<file path="config.mk">
export PLATFORM = sky130hd
export DESIGN_NAME = rbd_driver
export DESIGN_NICKNAME = d
export VERILOG_FILES = /design/src/core/rbd_pkg.sv /design/src/core/rbd_sync_if.sv /design/src/core/rbd_sync.sv /design/src/core/rbd_driver.sv
export SDC_FILE = /design/constraint.sdc
export NUM_CORES = 1
export LEC_CHECK = 0
export BUFFER_PORTS_ARGS = -buffer_cell sky130_fd_sc_hd__clkbuf_2
export CAP_MARGIN = 30
export CORE_UTILIZATION = 54
export CTS_CLUSTER_DIAMETER = 30
export CTS_CLUSTER_SIZE = 8
export DETAILED_ROUTE_END_ITERATION = 10
export GPL_ROUTABILITY_DRIVEN = 1
export PLACE_DENSITY = 0.88
export SYNTH_ARGS = -nofsm -noshare
export SYNTH_HDL_FRONTEND = slang
export SYNTH_HIERARCHICAL = 1
export SYNTH_SLANG_ARGS = --single-unit
</file>
<file path="constraint.sdc">
create_clock -name clk_sys_i -period 1.9 [get_ports clk_sys_i]
set_input_delay 0.38 -clock clk_sys_i [delete_from_list [all_inputs] [get_ports clk_sys_i]]
set_output_delay 0.38 -clock clk_sys_i [all_outputs]
set_load 0.03 [all_outputs]
</file>
<file path="src/core/rbd_pkg.sv">
// Package with constants and types for the registered bus driver
package rbd_pkg;
	localparam int unsigned LANE_COUNT = 16;
	localparam int unsigned SYNC_STAGES = 3;
	localparam logic [15:0] STORE_RESET = 16'h0000;
	localparam logic [2:0] SYNC_RESET = 3'h5; // Enable off, transparent, capture clock high
	localparam logic OE_RESET_N = 1'b1;
	typedef logic [LANE_COUNT-1:0] rbd_lanes_type;
endpackage : rbd_pkg

</file>
<file path="src/core/rbd_sync_if.sv">
// Interface carrying synchronised control levels to the core
`timescale 1ns/1ns
interface rbd_sync_if;
	logic output_enable_n;
	logic transparent_select_n;
	logic capture_rise;
	rbd_pkg::rbd_lanes_type lane_in;
	modport src (output output_enable_n, output transparent_select_n, output capture_rise,
		output lane_in);
	modport dst (input output_enable_n, input transparent_select_n, input capture_rise,
		input lane_in);
endinterface : rbd_sync_if

</file>
<file path="src/core/rbd_sync.sv">
// Pin synchroniser: three flops per input, change accepted when stages two and three agree
`timescale 1ns/1ns
module rbd_sync (
	// Clock and reset
	input wire logic clk_sys_i,
	input wire logic arst_n_i,
	// Raw pins
	input wire logic output_enable_n_i,
	input wire logic transparent_select_n_i,
	input wire logic capture_clock_i,
	input wire rbd_pkg::rbd_lanes_type lane_in_i,
	// Synchronised side
	rbd_sync_if.src sync
);
	import rbd_pkg::*;
	localparam int unsigned W = LANE_COUNT + 3;
	// Capture clock rests high through reset, so a pin already high is no edge
	localparam logic [W-1:0] RST_WORD = {SYNC_RESET, STORE_RESET};
	typedef struct packed {
		logic [W-1:0] s1;
		logic [W-1:0] s2;
		logic [W-1:0] s3;
		logic [W-1:0] level;
		logic clk_prev;
	} rbd_sync_state_type;
	rbd_sync_state_type st_reg, st_next;
	logic [W-1:0] raw;
	assign raw = {output_enable_n_i, transparent_select_n_i, capture_clock_i, lane_in_i};

	// Shift chain and agreement filter
	always_comb begin
		st_next = st_reg;
		st_next.s1 = raw;
		st_next.s2 = st_reg.s1;
		st_next.s3 = st_reg.s2;
		for (int i = 0; i < W; i++) begin
			if (st_reg.s2[i] == st_reg.s3[i]) begin
				st_next.level[i] = st_reg.s3[i];
			end
		end
		st_next.clk_prev = st_reg.level[LANE_COUNT];
	end

	// State register
	always_ff @(posedge clk_sys_i or negedge arst_n_i) begin
		if (!arst_n_i) begin
			st_reg <= '{s1: RST_WORD, s2: RST_WORD, s3: RST_WORD, level: RST_WORD,
				clk_prev: SYNC_RESET[0]};
		end else begin
			st_reg <= st_next;
		end
	end

	assign sync.output_enable_n = st_reg.level[W-1];
	assign sync.transparent_select_n = st_reg.level[W-2];
	assign sync.capture_rise = st_reg.level[LANE_COUNT] & ~st_reg.clk_prev;
	assign sync.lane_in = st_reg.level[LANE_COUNT-1:0];
endmodule : rbd_sync

</file>
<file path="src/core/rbd_driver.sv">
// Top of the 16-bit registered bus driver with three-state outputs
// Every pin, data and control alike, passes a three-flop filter, and a change
// counts once the second and third flops agree. A pin change therefore shows
// on the lanes five clock edges later, and a pulse shorter than about two
// clock periods may be lost.
// The stage is a plain register on the system clock. Transparent mode means
// that the stored value tracks the filtered inputs on every edge, not that a
// combinational path runs from input to output; the price is the fixed lag.
// The capture clock is only a level seen through the filter, so its rising
// edge is found by comparing two filtered samples. Data should rest for six
// clocks before such a rise, so that the filtered lanes settle first.
// The filtered capture clock starts high after reset, so a clock pin that is
// already high when reset ends does not count as a rise.
// The enable leaves as a per-lane active-low drive enable; the pin ring or
// the bench model turns it into the three-state pin.
`timescale 1ns/1ns
module rbd_driver #(
	parameter int unsigned LANES = rbd_pkg::LANE_COUNT
) (
	// Clock and reset
	input wire logic clk_sys_i,
	input wire logic arst_n_i,
	// Control pins
	input wire logic output_enable_n_i,
	input wire logic transparent_select_n_i,
	input wire logic capture_clock_i,
	// Data lanes
	input wire rbd_pkg::rbd_lanes_type lane_in_i,
	output logic [LANES-1:0] lane_out_o,
	output logic [LANES-1:0] lane_out_oe_n_o
);
	import rbd_pkg::*;

	// ------------------------------------------------------------
	// Stage decode
	// ------------------------------------------------------------
	// Next value of one lane: follow, capture or hold
	function automatic logic rbd_lane_next(
		input logic transp_n,
		input logic rise,
		input logic cur,
		input logic din
	);
		logic nxt;
		nxt = cur;
		if (!transp_n) begin
			nxt = din;
		end else if (rise) begin
			nxt = din;
		end
		return nxt;
	endfunction : rbd_lane_next

	// Drive enable of every lane from the filtered enable level
	function automatic logic [LANES-1:0] rbd_drive_enable_n(input logic oe_n);
		return {LANES{oe_n}};
	endfunction : rbd_drive_enable_n

	// ------------------------------------------------------------
	// Input synchronisation
	// ------------------------------------------------------------
	rbd_sync_if sync ();
	rbd_sync u_sync (
		.clk_sys_i(clk_sys_i),
		.arst_n_i(arst_n_i),
		.output_enable_n_i(output_enable_n_i),
		.transparent_select_n_i(transparent_select_n_i),
		.capture_clock_i(capture_clock_i),
		.lane_in_i(lane_in_i),
		.sync(sync.src)
	);

	// ------------------------------------------------------------
	// Storage stage and output drive
	// ------------------------------------------------------------
	typedef struct packed {
		logic [LANES-1:0] store;
		logic [LANES-1:0] oe_n;
	} rbd_state_type;
	rbd_state_type st_reg, st_next;

	// Next stage value and enable
	always_comb begin
		st_next = st_reg;
		// Each lane has its own stage bit; the stage ignores the enable
		for (int i = 0; i < LANES; i++) begin
			st_next.store[i] = rbd_lane_next(sync.transparent_select_n, sync.capture_rise,
				st_reg.store[i], sync.lane_in[i]);
		end
		// Enable is registered apart from the stage
		st_next.oe_n = rbd_drive_enable_n(sync.output_enable_n);
	end

	// State register
	always_ff @(posedge clk_sys_i or negedge arst_n_i) begin
		if (!arst_n_i) begin
			st_reg.store <= STORE_RESET[LANES-1:0];
			st_reg.oe_n <= {LANES{OE_RESET_N}};
		end else begin
			st_reg <= st_next;
		end
	end

	// Lanes and their drive enables come straight from the register
	assign lane_out_o = st_reg.store;
	assign lane_out_oe_n_o = st_reg.oe_n;

	// Every lane captures its own input bit
	for (genvar g = 0; g < LANES; g++) begin : g_lane_chk

	end
endmodule : rbd_driver

</file>
==> qor.csv, run 1 <==
metric,value,unit
total wire length,3.68,mm
gp weighted congestion,0.620,
drt first-iter violations,79,
die area,6010,µm²
"FF+latch count, synth",94,
VDD IR-drop max,0.000618,V
vias per cell,4.53,
Mapped Area,3080,µm²
Max Cap Viol,0,
Hold Path Class,in -> reg,
FMAX,615,MHz
period utilisation layout,0.856,
WP data arrival,1.25,ns
initial antenna violation count,0,
drt wl/cell,13.4,µm
worst flop-to-flop path startpoint,u_sync/st_next[0],
clock slew at reported path FFs,0.08,ns
clock skew,0.00909,ns
total number of vias,1246,
Antenna Nets Post-Route,0,
GR Overflow Total,0,
cell chain of the critical path,clkbuf_2,
initial core utilization,0.559,
syn nets,185,
clock buffer depth,2,
pin count of the biggest net entering global routing,34,
Largest register FFs,39,
DRT Pass-1 Iters,2,
Worst-Margin Slew,0.414,ns
"Seq/Total Area, Yosys",0.768,
setup TNS,0,ns
GRT Total Usage,0.149,
Mapped Cells,164,
"Min Clock Period, post-route",1.63,ns
Synth-to-Final Area Change,10.5,%
most frequent cells in the layout,"84 x dfrtp_1, 51 x clkbuf_2, 19 x maj3_2",
top routing layer used,met4,
WP buf/inv,1,
critical path class,reg -> out,
Hold Startpoint,capture_clock_i,
CP Capture Type,output port,
placed cell area,3200,µm²
nets@finish,219,
DR WL met3,185,µm
post-CTS setup buffers,0,
CTS resizes,0,
"Slew Viols, Final",0,
Post-Route M1 WL,1.68,mm
Lkg Pwr,0.00159,µW
RSZ-0062 raised after global routing,false,
"leading cell type in the layout, fill and taps excluded",dfrtp_1,
status,"complete, no violations",
Clock Latency Late Sink,0.35,ns
port buffer count,52,
Core Box Area,5510,µm²
vias in the first global route,1307,
yosys warns,6,
first-pass GRT wire length,6.40,mm
Setup Viol. Count Final,0,
Setup crit start,lane_out_oe_n_o[0],
H-tree depth,3,
io pins,53,
crit-path max cell delay,0.66,ns
clock sink count,94,
clock root cell,clkbuf_8,
mean post-synth cell area,18.8,µm²
# rows,27,
Yosys cell types,10,
CP max FO,16,
Die Width,77.5,µm
Worst setup SP type,flop,
number of diodes,0,
met2 routed WL,1.73,mm
CP top delay family,flip-flops,
PD cells,1200,nW/µm²
chip height,77.5,µm
hpwl dp,2.46,mm
final instance area,3400,µm²
Fin. Hold Viols,0,
layout cell share with drive strength beyond 1,0.571,
Worst Path Required,1.52,ns
Crit-path slowest cell,dfstp_2,
total CTS buffers,9,
DRC Markers,0,
CTS tree,built,
worst rel slew slack,0.724,
final timing paths:
path,end,slack [ns],depth (start not counted)
worst max-delay path,lane_out_oe_n_o[12],0.27,1
worst min-delay path,u_sync/st_next[55],0.11,1
worst max register to register,lane_out_o[15],0.40,3
worst min register to register,u_sync/st_next[26],0.35,0
max in group asynchronous,u_sync/st_reg[0],0.75,3
min in group asynchronous,u_sync/st_next[44],0.51,2
stage by stage:
step | util | total power [µW] | std cells | hold slack, ns | setup slack (ns)
3_3_place_gp | 0.582 | 2860 | 258 | 0.332 | 0.470
6_report | 0.618 | 4080 | 275 | 0.108 | 0.273
2_1_floorplan | - | 2780 | 164 | 0.0844 | 0.478
5_1_grt | 0.618 | 4270 | 275 | 0.0823 | 0.199
4_1_cts | 0.618 | 4130 | 275 | 0.0956 | 0.247
3_5_place_dp | 0.582 | 2890 | 258 | 0.336 | 0.418
synthesized netlist by cell type:
master / number / share of area
dfrtp_1: 84 / 0.68
buf_4: 31 / 0.076
maj3_2: 19 / 0.069
dfstp_2: 10 / 0.085
mux2_4: 10 / 0.049
mux2_2: 6 / 0.022
buf_12: 1 / 0.0065
buf_6: 1 / 0.0037
nand2b_4: 1 / 0.0045
nor2b_1: 1 / 0.0020
cell families after synthesis:
| group | Yosys count | synth area share |
|---|---|---|
| buffers and inverters | 33 | 0.0857 |
| muxes | 16 | 0.0707 |
| DFF | 94 | 0.768 |
| and+or+nand+nor | 2 | 0.00650 |
| adders and majority gates | 19 | 0.0695 |
cell type report:
type	instances	area, µm²
clock buffer	10	128
timing repair buffer	56	308
fill	430	2100
tap	72	90.1
sequential	94	2360
multi-input combinational	37	452
clock inverter	6	62.6
layer usage:
metal,GRT usage,vias up
met1,0.196,614
met4,0.0736,0
met5,0,-
met3,0.0576,9
li1,-,577
met2,0.216,46
power breakdown:
| part | internal, µW | switching, µW |
|---|---|---|
| registers | 2180 | 100 |
| logic | 216 | 336 |
| clock network | 603 | 641 |
| total | 3000 | 1080 |
timing repair:
item	4_1_cts	5_1_grt
endpoints found under the setup margin	0	0
endpoints found under the hold margin	25	0
hold buffers	1	0
Power figures use the tool's default switching activity.
==> inputs of run 2 (changes only) <==
Settings changed: ABC_CLOCK_PERIOD_IN_PS set to 1900, MAX_ROUTING_LAYER set to met4.
==> run 2 against run 1 <==
  * Clock-buffer cell count unchanged
  * Worst setup slack barely moved
  * Power about the same
  * Sequential share of layout area stayed put
  * Hold slack is essentially flat
  * Maximum frequency about the same
  * Largest cell class unchanged
  * Largest power group unchanged
  * Highest routed layer unchanged
==> qor.csv, run 2 (synthesis results as in run 1) <==
metric,value,unit,change
gp weighted congestion,0.625,,+0.74%
Worst-Margin Slew,0.414,ns,+0.000125 ns
drt wl/cell,13.4,µm,about the same
Die Width,77.5,µm,unchanged
layout cell share with drive strength beyond 1,0.571,,unchanged
period utilisation layout,0.856,,about the same
Pint,3000,µW,unchanged
Reg-to-Reg End,lane_out_o[0],,
Worst setup SP type,flop,,
"leading cell type in the layout, fill and taps excluded",dfrtp_1,,
Hold WS,0.108,ns,-0.000246 ns
total wire length,3.68,mm,about the same
port buffer count,52,,unchanged
chip height,77.5,µm,unchanged
number of diodes,0,,unchanged
status,"complete, no violations",,
Clock Latency Late Sink,0.35,ns,about the same
Crit-path slowest cell,dfstp_2,,
clock slew at reported path FFs,0.08,ns,about the same
most frequent cells in the layout,"84 x dfrtp_1, 51 x clkbuf_2, 19 x maj3_2",,
Setup crit start,lane_out_oe_n_o[0],,
nets@finish,219,,unchanged
Largest register FFs,39,,unchanged
critical path depth,1,,unchanged
cell chain of the critical path,clkbuf_2,,
crit-path max cell delay,0.66,ns,about the same
VDD IR-drop max,0.000618,V,about the same
setup TNS,0,ns,unchanged
worst flop-to-flop path startpoint,u_sync/st_next[0],,
FF-to-FF setup slack,0.40,ns,about the same
WP data arrival,1.25,ns,about the same
Reg power frac,0.560,,about the same
hpwl dp,2.46,mm,unchanged
io pins,53,,unchanged
Max Cap Viol,0,,unchanged
Antenna Nets Post-Route,0,,unchanged
clock buffer depth,2,,unchanged
DRT Pass-1 Iters,2,,unchanged
Fin. Hold Viols,0,,unchanged
"Min Clock Period, post-route",1.63,ns,+0.0000430 ns
Lkg Pwr,0.00159,µW,unchanged
switching share of total power,0.264,,about the same
total CTS buffers,9,,unchanged
H-tree depth,3,,unchanged
pin count of the biggest net entering global routing,34,,unchanged
# rows,27,,unchanged
Hold Path Cell Cnt,1,,unchanged
initial antenna violation count,0,,unchanged
vias per cell,4.52,,-0.24%
DRC Markers,0,,unchanged
drt first-iter violations,79,,unchanged
worst rel slew slack,0.724,,about the same
PD cells,1200,nW/µm²,about the same
Hold Path Class,in -> reg,,
vias in the first global route,1304,,-0.23%
CTS tree,built,,
"Slew Viols, Final",0,,unchanged
Core Box Area,5510,µm²,unchanged
clock sink count,94,,unchanged
CP top delay family,flip-flops,,
Worst Path Required,1.52,ns,about the same
Clock power frac,0.305,,about the same
total number of vias,1243,,-0.24%
WP buf/inv,1,,unchanged
post-CTS setup buffers,0,,unchanged
CP Capture Type,output port,,
Worst Setup EP,lane_out_oe_n_o[12],,
clock skew,0.00909,ns,-0.0000000800 ns
sw power,1080,µW,about the same
CP max FO,16,,unchanged
Worst R2R Path Depth,3,,unchanged
Setup Viol. Count Final,0,,unchanged
FMAX,615,MHz,about the same
critical path class,reg -> out,,
first-pass GRT wire length,6.39,mm,-0.11%
Synth-to-Final Area Change,10.5,%,unchanged
fillcell total,430,,unchanged
GRT Total Usage,0.153,,+0.00440
GR Overflow Total,0,,unchanged
die area,6010,µm²,unchanged
Gate power share,0.135,,about the same
initial core utilization,0.559,,unchanged
clock root cell,clkbuf_8,,
RSZ-0062 raised after global routing,false,,
## run 2: cell counts in the layout (fill, tap and decap cells not counted)
Identical to the previous run, type by type.
## run 2: power by group through the flow
stage / Sequential (µW) / Clock, µW / Combinational, µW
3_5_place_dp: 2330 / 0 / 559
6_report: 2280 / 1240 / 552
4_1_cts: 2290 / 1280 / 562
2_1_floorplan: 2440 / 0 / 336
3_3_place_gp: 2320 / 0 / 542
5_1_grt: 2310 / 1380 / 586
## run 2: how the worst min path moves through the flow
stage	startpoint	endpoint	slack [ns]
2_1_floorplan	arst_n_i	lane_out_o[0]	0.08
3_3_place_gp	u_sync/st_next[41]	u_sync/st_next[22]	0.33
3_5_place_dp	u_sync/st_next[47]	u_sync/st_next[28]	0.34
4_1_cts	capture_clock_i	u_sync/st_next[55]	0.1
5_1_grt	output_enable_n_i	u_sync/st_next[57]	0.08
6_report	capture_clock_i	u_sync/st_next[55]	0.11
## run 2: per-stage QoR
stage | cell area, µm² | utilization | cells | power, µW | setup slack [ns]
floorplan | 3080 | - | 164 | 2780 | 0.478
global placement | 3200 | 0.582 | 258 | 2860 | 0.470
detailed placement | 3200 | 0.582 | 258 | 2890 | 0.418
CTS | 3400 | 0.618 | 275 | 4130 | 0.247
global route | 3400 | 0.618 | 275 | 4270 | 0.199
finish | 3400 | 0.618 | 275 | 4080 | 0.273
## run 2: layout make-up
class	instances	area, µm²	share of cell area
clock inverter	6	62.6	0.0184
sequential	94	2360	0.695
multi-input combinational	37	452	0.133
clock buffer	10	128	0.0375
timing repair buffer	56	308	0.0904
tap	72	90.1	0.0265
## run 2: repair_timing
item                                   in CTS  in global routing
gates resized for setup                     0                  0
hold buffers                                1                  0
endpoints found under the hold margin      25                  0
## run 2: layer usage
layer,global-route usage,routed length (µm),part of all wire,up-vias
met1,0.196,1680,0.46,611
met2,0.217,1730,0.47,46
met4,0.0736,80,0.022,0
met5,-,0,0,-
li1,-,-,-,577
met3,0.0576,185,0.050,9
==> inputs of run 3 (changes only) <==
Settings changed: PLACE_DENSITY 0.88 to 0.89, SYNTH_HIERARCHICAL 1 to not set.
==> run 3 against run 2 <==
  * Sequential power is essentially flat
  * Sequential cell count stayed put
  * Power shrank 1.9%
  * Utilization increased by 3.3 points
  * Largest cell class unchanged
  * Highest routed layer unchanged
==> qor.csv, run 3 <==
metric,value,unit,change
asr flop ratio synth,1.00,,unchanged
CP Capture Type,output port,,
final instance area,3370,µm²,-1.1%
Reg-to-Reg End,lane_out_o[9],,
clock sink count,94,,unchanged
Synth top cells by count,"84 x dfrtp_1, 19 x maj3_1, 15 x buf_4",,
io pins,53,,unchanged
Yosys cell types,9,,-1
period utilisation layout,0.869,,+0.0127
"leading cell type in the layout, fill and taps excluded",dfrtp_1,,
DRC Markers,0,,unchanged
H-tree depth,3,,unchanged
Synth top area share,0.719,,+0.0362
total wire length,3.85,mm,+4.6%
hpwl dp,2.70,mm,+9.7%
clock buffer depth,2,,unchanged
"Hold-fix buffers, CTS",0,,-1
critical path class,reg -> out,,
GRT Total Usage,0.166,,+0.0128
"FF+latch count, synth",94,,unchanged
post-CTS setup buffers,0,,unchanged
drt wl/cell,14.2,µm,+6.1%
CP max FO,16,,unchanged
drt first-iter violations,85,,+7.6%
port buffer count,52,,unchanged
CP top delay family,flip-flops,,
number of flops mapped to enable cells by yosys,0,,unchanged
setup TNS,0,ns,unchanged
WP data arrival,1.27,ns,+0.02 ns
GR Overflow Total,0,,unchanged
Hold Path Class,in -> async,,
worst flop-to-flop path startpoint,u_sync.st_next[0],,
critical path depth,1,,unchanged
RSZ-0062 raised after global routing,false,,
Synth-to-Final Area Change,15.1,%,
syn nets,168,,-9.2%
Die Width,75.6,µm,-2.5%
clock root cell,clkbuf_8,,
CTS resizes,0,,unchanged
main flop type after synthesis,dfrtp_1,,
layout cell share with drive strength beyond 1,0.478,,-0.0938
Worst Path Required,1.52,ns,about the same
total number of vias,1223,,-1.6%
fillcell total,346,,-20%
"count leader, synth",dfrtp_1,,
dominant cells by area after synthesis,"dfrtp_1 72%, dfstp_2 9.0%, maj3_1 6.5%",,
DRT Pass-1 Iters,4,,+2
Crit-path slowest cell,dfstp_2,,
vias in the first global route,1246,,-4.4%
worst rel slew slack,0.672,,-0.0517
chip height,75.6,µm,-2.5%
pre-CTS WS,0.322,ns,-0.0966 ns
Setup Viol. Count Final,0,,unchanged
yosys warns,0,,-6
mean post-synth cell area,19.9,µm²,+5.9%
number of diodes,0,,unchanged
initial antenna violation count,0,,unchanged
"Min Clock Period, post-route",1.65,ns,+0.0242 ns
Worst-Margin Slew,0.492,ns,+0.0775 ns
VDD IR-drop max,0.000572,V,-7.5%
first-pass GRT wire length,6.24,mm,-2.4%
cell chain of the critical path,clkbuf_2,,
PD cells,1190,nW/µm²,-0.84%
"Slew Viols, Final",0,,unchanged
CTS tree,built,,
crit-path max cell delay,0.67,ns,about the same
cell type with the highest aggregate area in the netlist,dfrtp_1,,
FF-to-FF setup slack,0.33,ns,-0.07 ns
Final WS setup,0.248,ns,-0.0242 ns
Max Cap Viol,0,,unchanged
# rows,26,,-3.7%
FMAX,606,MHz,-1.5%
clock slew at reported path FFs,0.08,ns,about the same
"Seq/Total Area, Yosys",0.808,,+0.0407
Fin. Hold Viols,0,,unchanged
nets@finish,218,,-0.46%
Lkg Pwr,0.00158,µW,-1.1%
Largest register FFs,39,,unchanged
status,"complete, no violations",,
Clock Latency Late Sink,0.33,ns,-0.02 ns
gp weighted congestion,0.693,,+11%
total CTS buffers,9,,unchanged
most frequent cells in the layout,"84 x dfrtp_1, 51 x clkbuf_2, 19 x maj3_1",,
Core Box Area,5170,µm²,-6.1%
placed cell area,3190,µm²,-0.43%
Mapped Area,2930,µm²,-5.0%
die area,5720,µm²,-4.9%
Worst setup SP type,flop,,
Mapped Cells,147,,-10%
initial core utilization,0.566,,+0.00614
WP buf/inv,1,,unchanged
pin count of the biggest net entering global routing,41,,+21%
Antenna Nets Post-Route,0,,unchanged
vias per cell,4.51,,-0.16%
clock skew,0.0106,ns,+0.00150 ns
Worst R2R Path Depth,4,,+1
[run 3: worst max-delay path by stage]
stage / slack (ns) / endpoint / from
6_report: 0.25 / lane_out_oe_n_o[14] / lane_out_oe_n_o[0]
5_1_grt: 0.17 / lane_out_oe_n_o[14] / lane_out_oe_n_o[0]
4_1_cts: 0.24 / lane_out_oe_n_o[14] / lane_out_oe_n_o[0]
3_5_place_dp: 0.32 / lane_out_o[12] / u_sync.st_next[0]
3_3_place_gp: 0.40 / lane_out_o[11] / u_sync.st_next[0]
2_1_floorplan: 0.52 / lane_out_o[10] / u_sync.st_next[0]
[run 3: through the flow]
stage / power (µW) / util / hold WS (ns) / std cells
2_1_floorplan: 2720 / - / 0.0844 / 147
3_3_place_gp: 2860 / 0.617 / 0.332 / 256
3_5_place_dp: 2890 / 0.617 / 0.335 / 256
4_1_cts: 4050 / 0.651 / 0.00921 / 271
5_1_grt: 4190 / 0.651 / 0.0157 / 271
6_report: 4000 / 0.651 / 0.00869 / 271
[run 3: where the power goes]
| part | switching (µW) | internal (µW) | total, µW |
|---|---|---|---|
| combinational | 343 | 208 | 551 |
| sequential | 107 | 2180 | 2290 |
| clock | 585 | 576 | 1160 |
| total | 1030 | 2970 | 4000 |
[run 3: layout make-up]
type	count	area [µm²]	area share
clock buffers	14	173	0.0513
flip-flops and latches	94	2360	0.702
well taps	70	87.6	0.0260
inverters	1	3.75	0.00111
repair buffers	55	310	0.0921
clock inverters	1	5.00	0.00149
multi-input cells	36	424	0.126
[run 3: layer usage]
metal  share of wire  track usage  vias up
met5               0            -        -
met4           0.022       0.0967        0
met3           0.038       0.0489        6
met2            0.47        0.224       28
met1            0.47        0.226      617
li1                -            -      572
[run 3: cell families after synthesis]
| group | synth area share |
|---|---|
| AO/OA/AOI/OAI | 0.00556 |
| adder cells (fa/ha/maj) | 0.0650 |
| buffers and inverters | 0.0466 |
| flip-flops | 0.808 |
| multiplexers | 0.0744 |
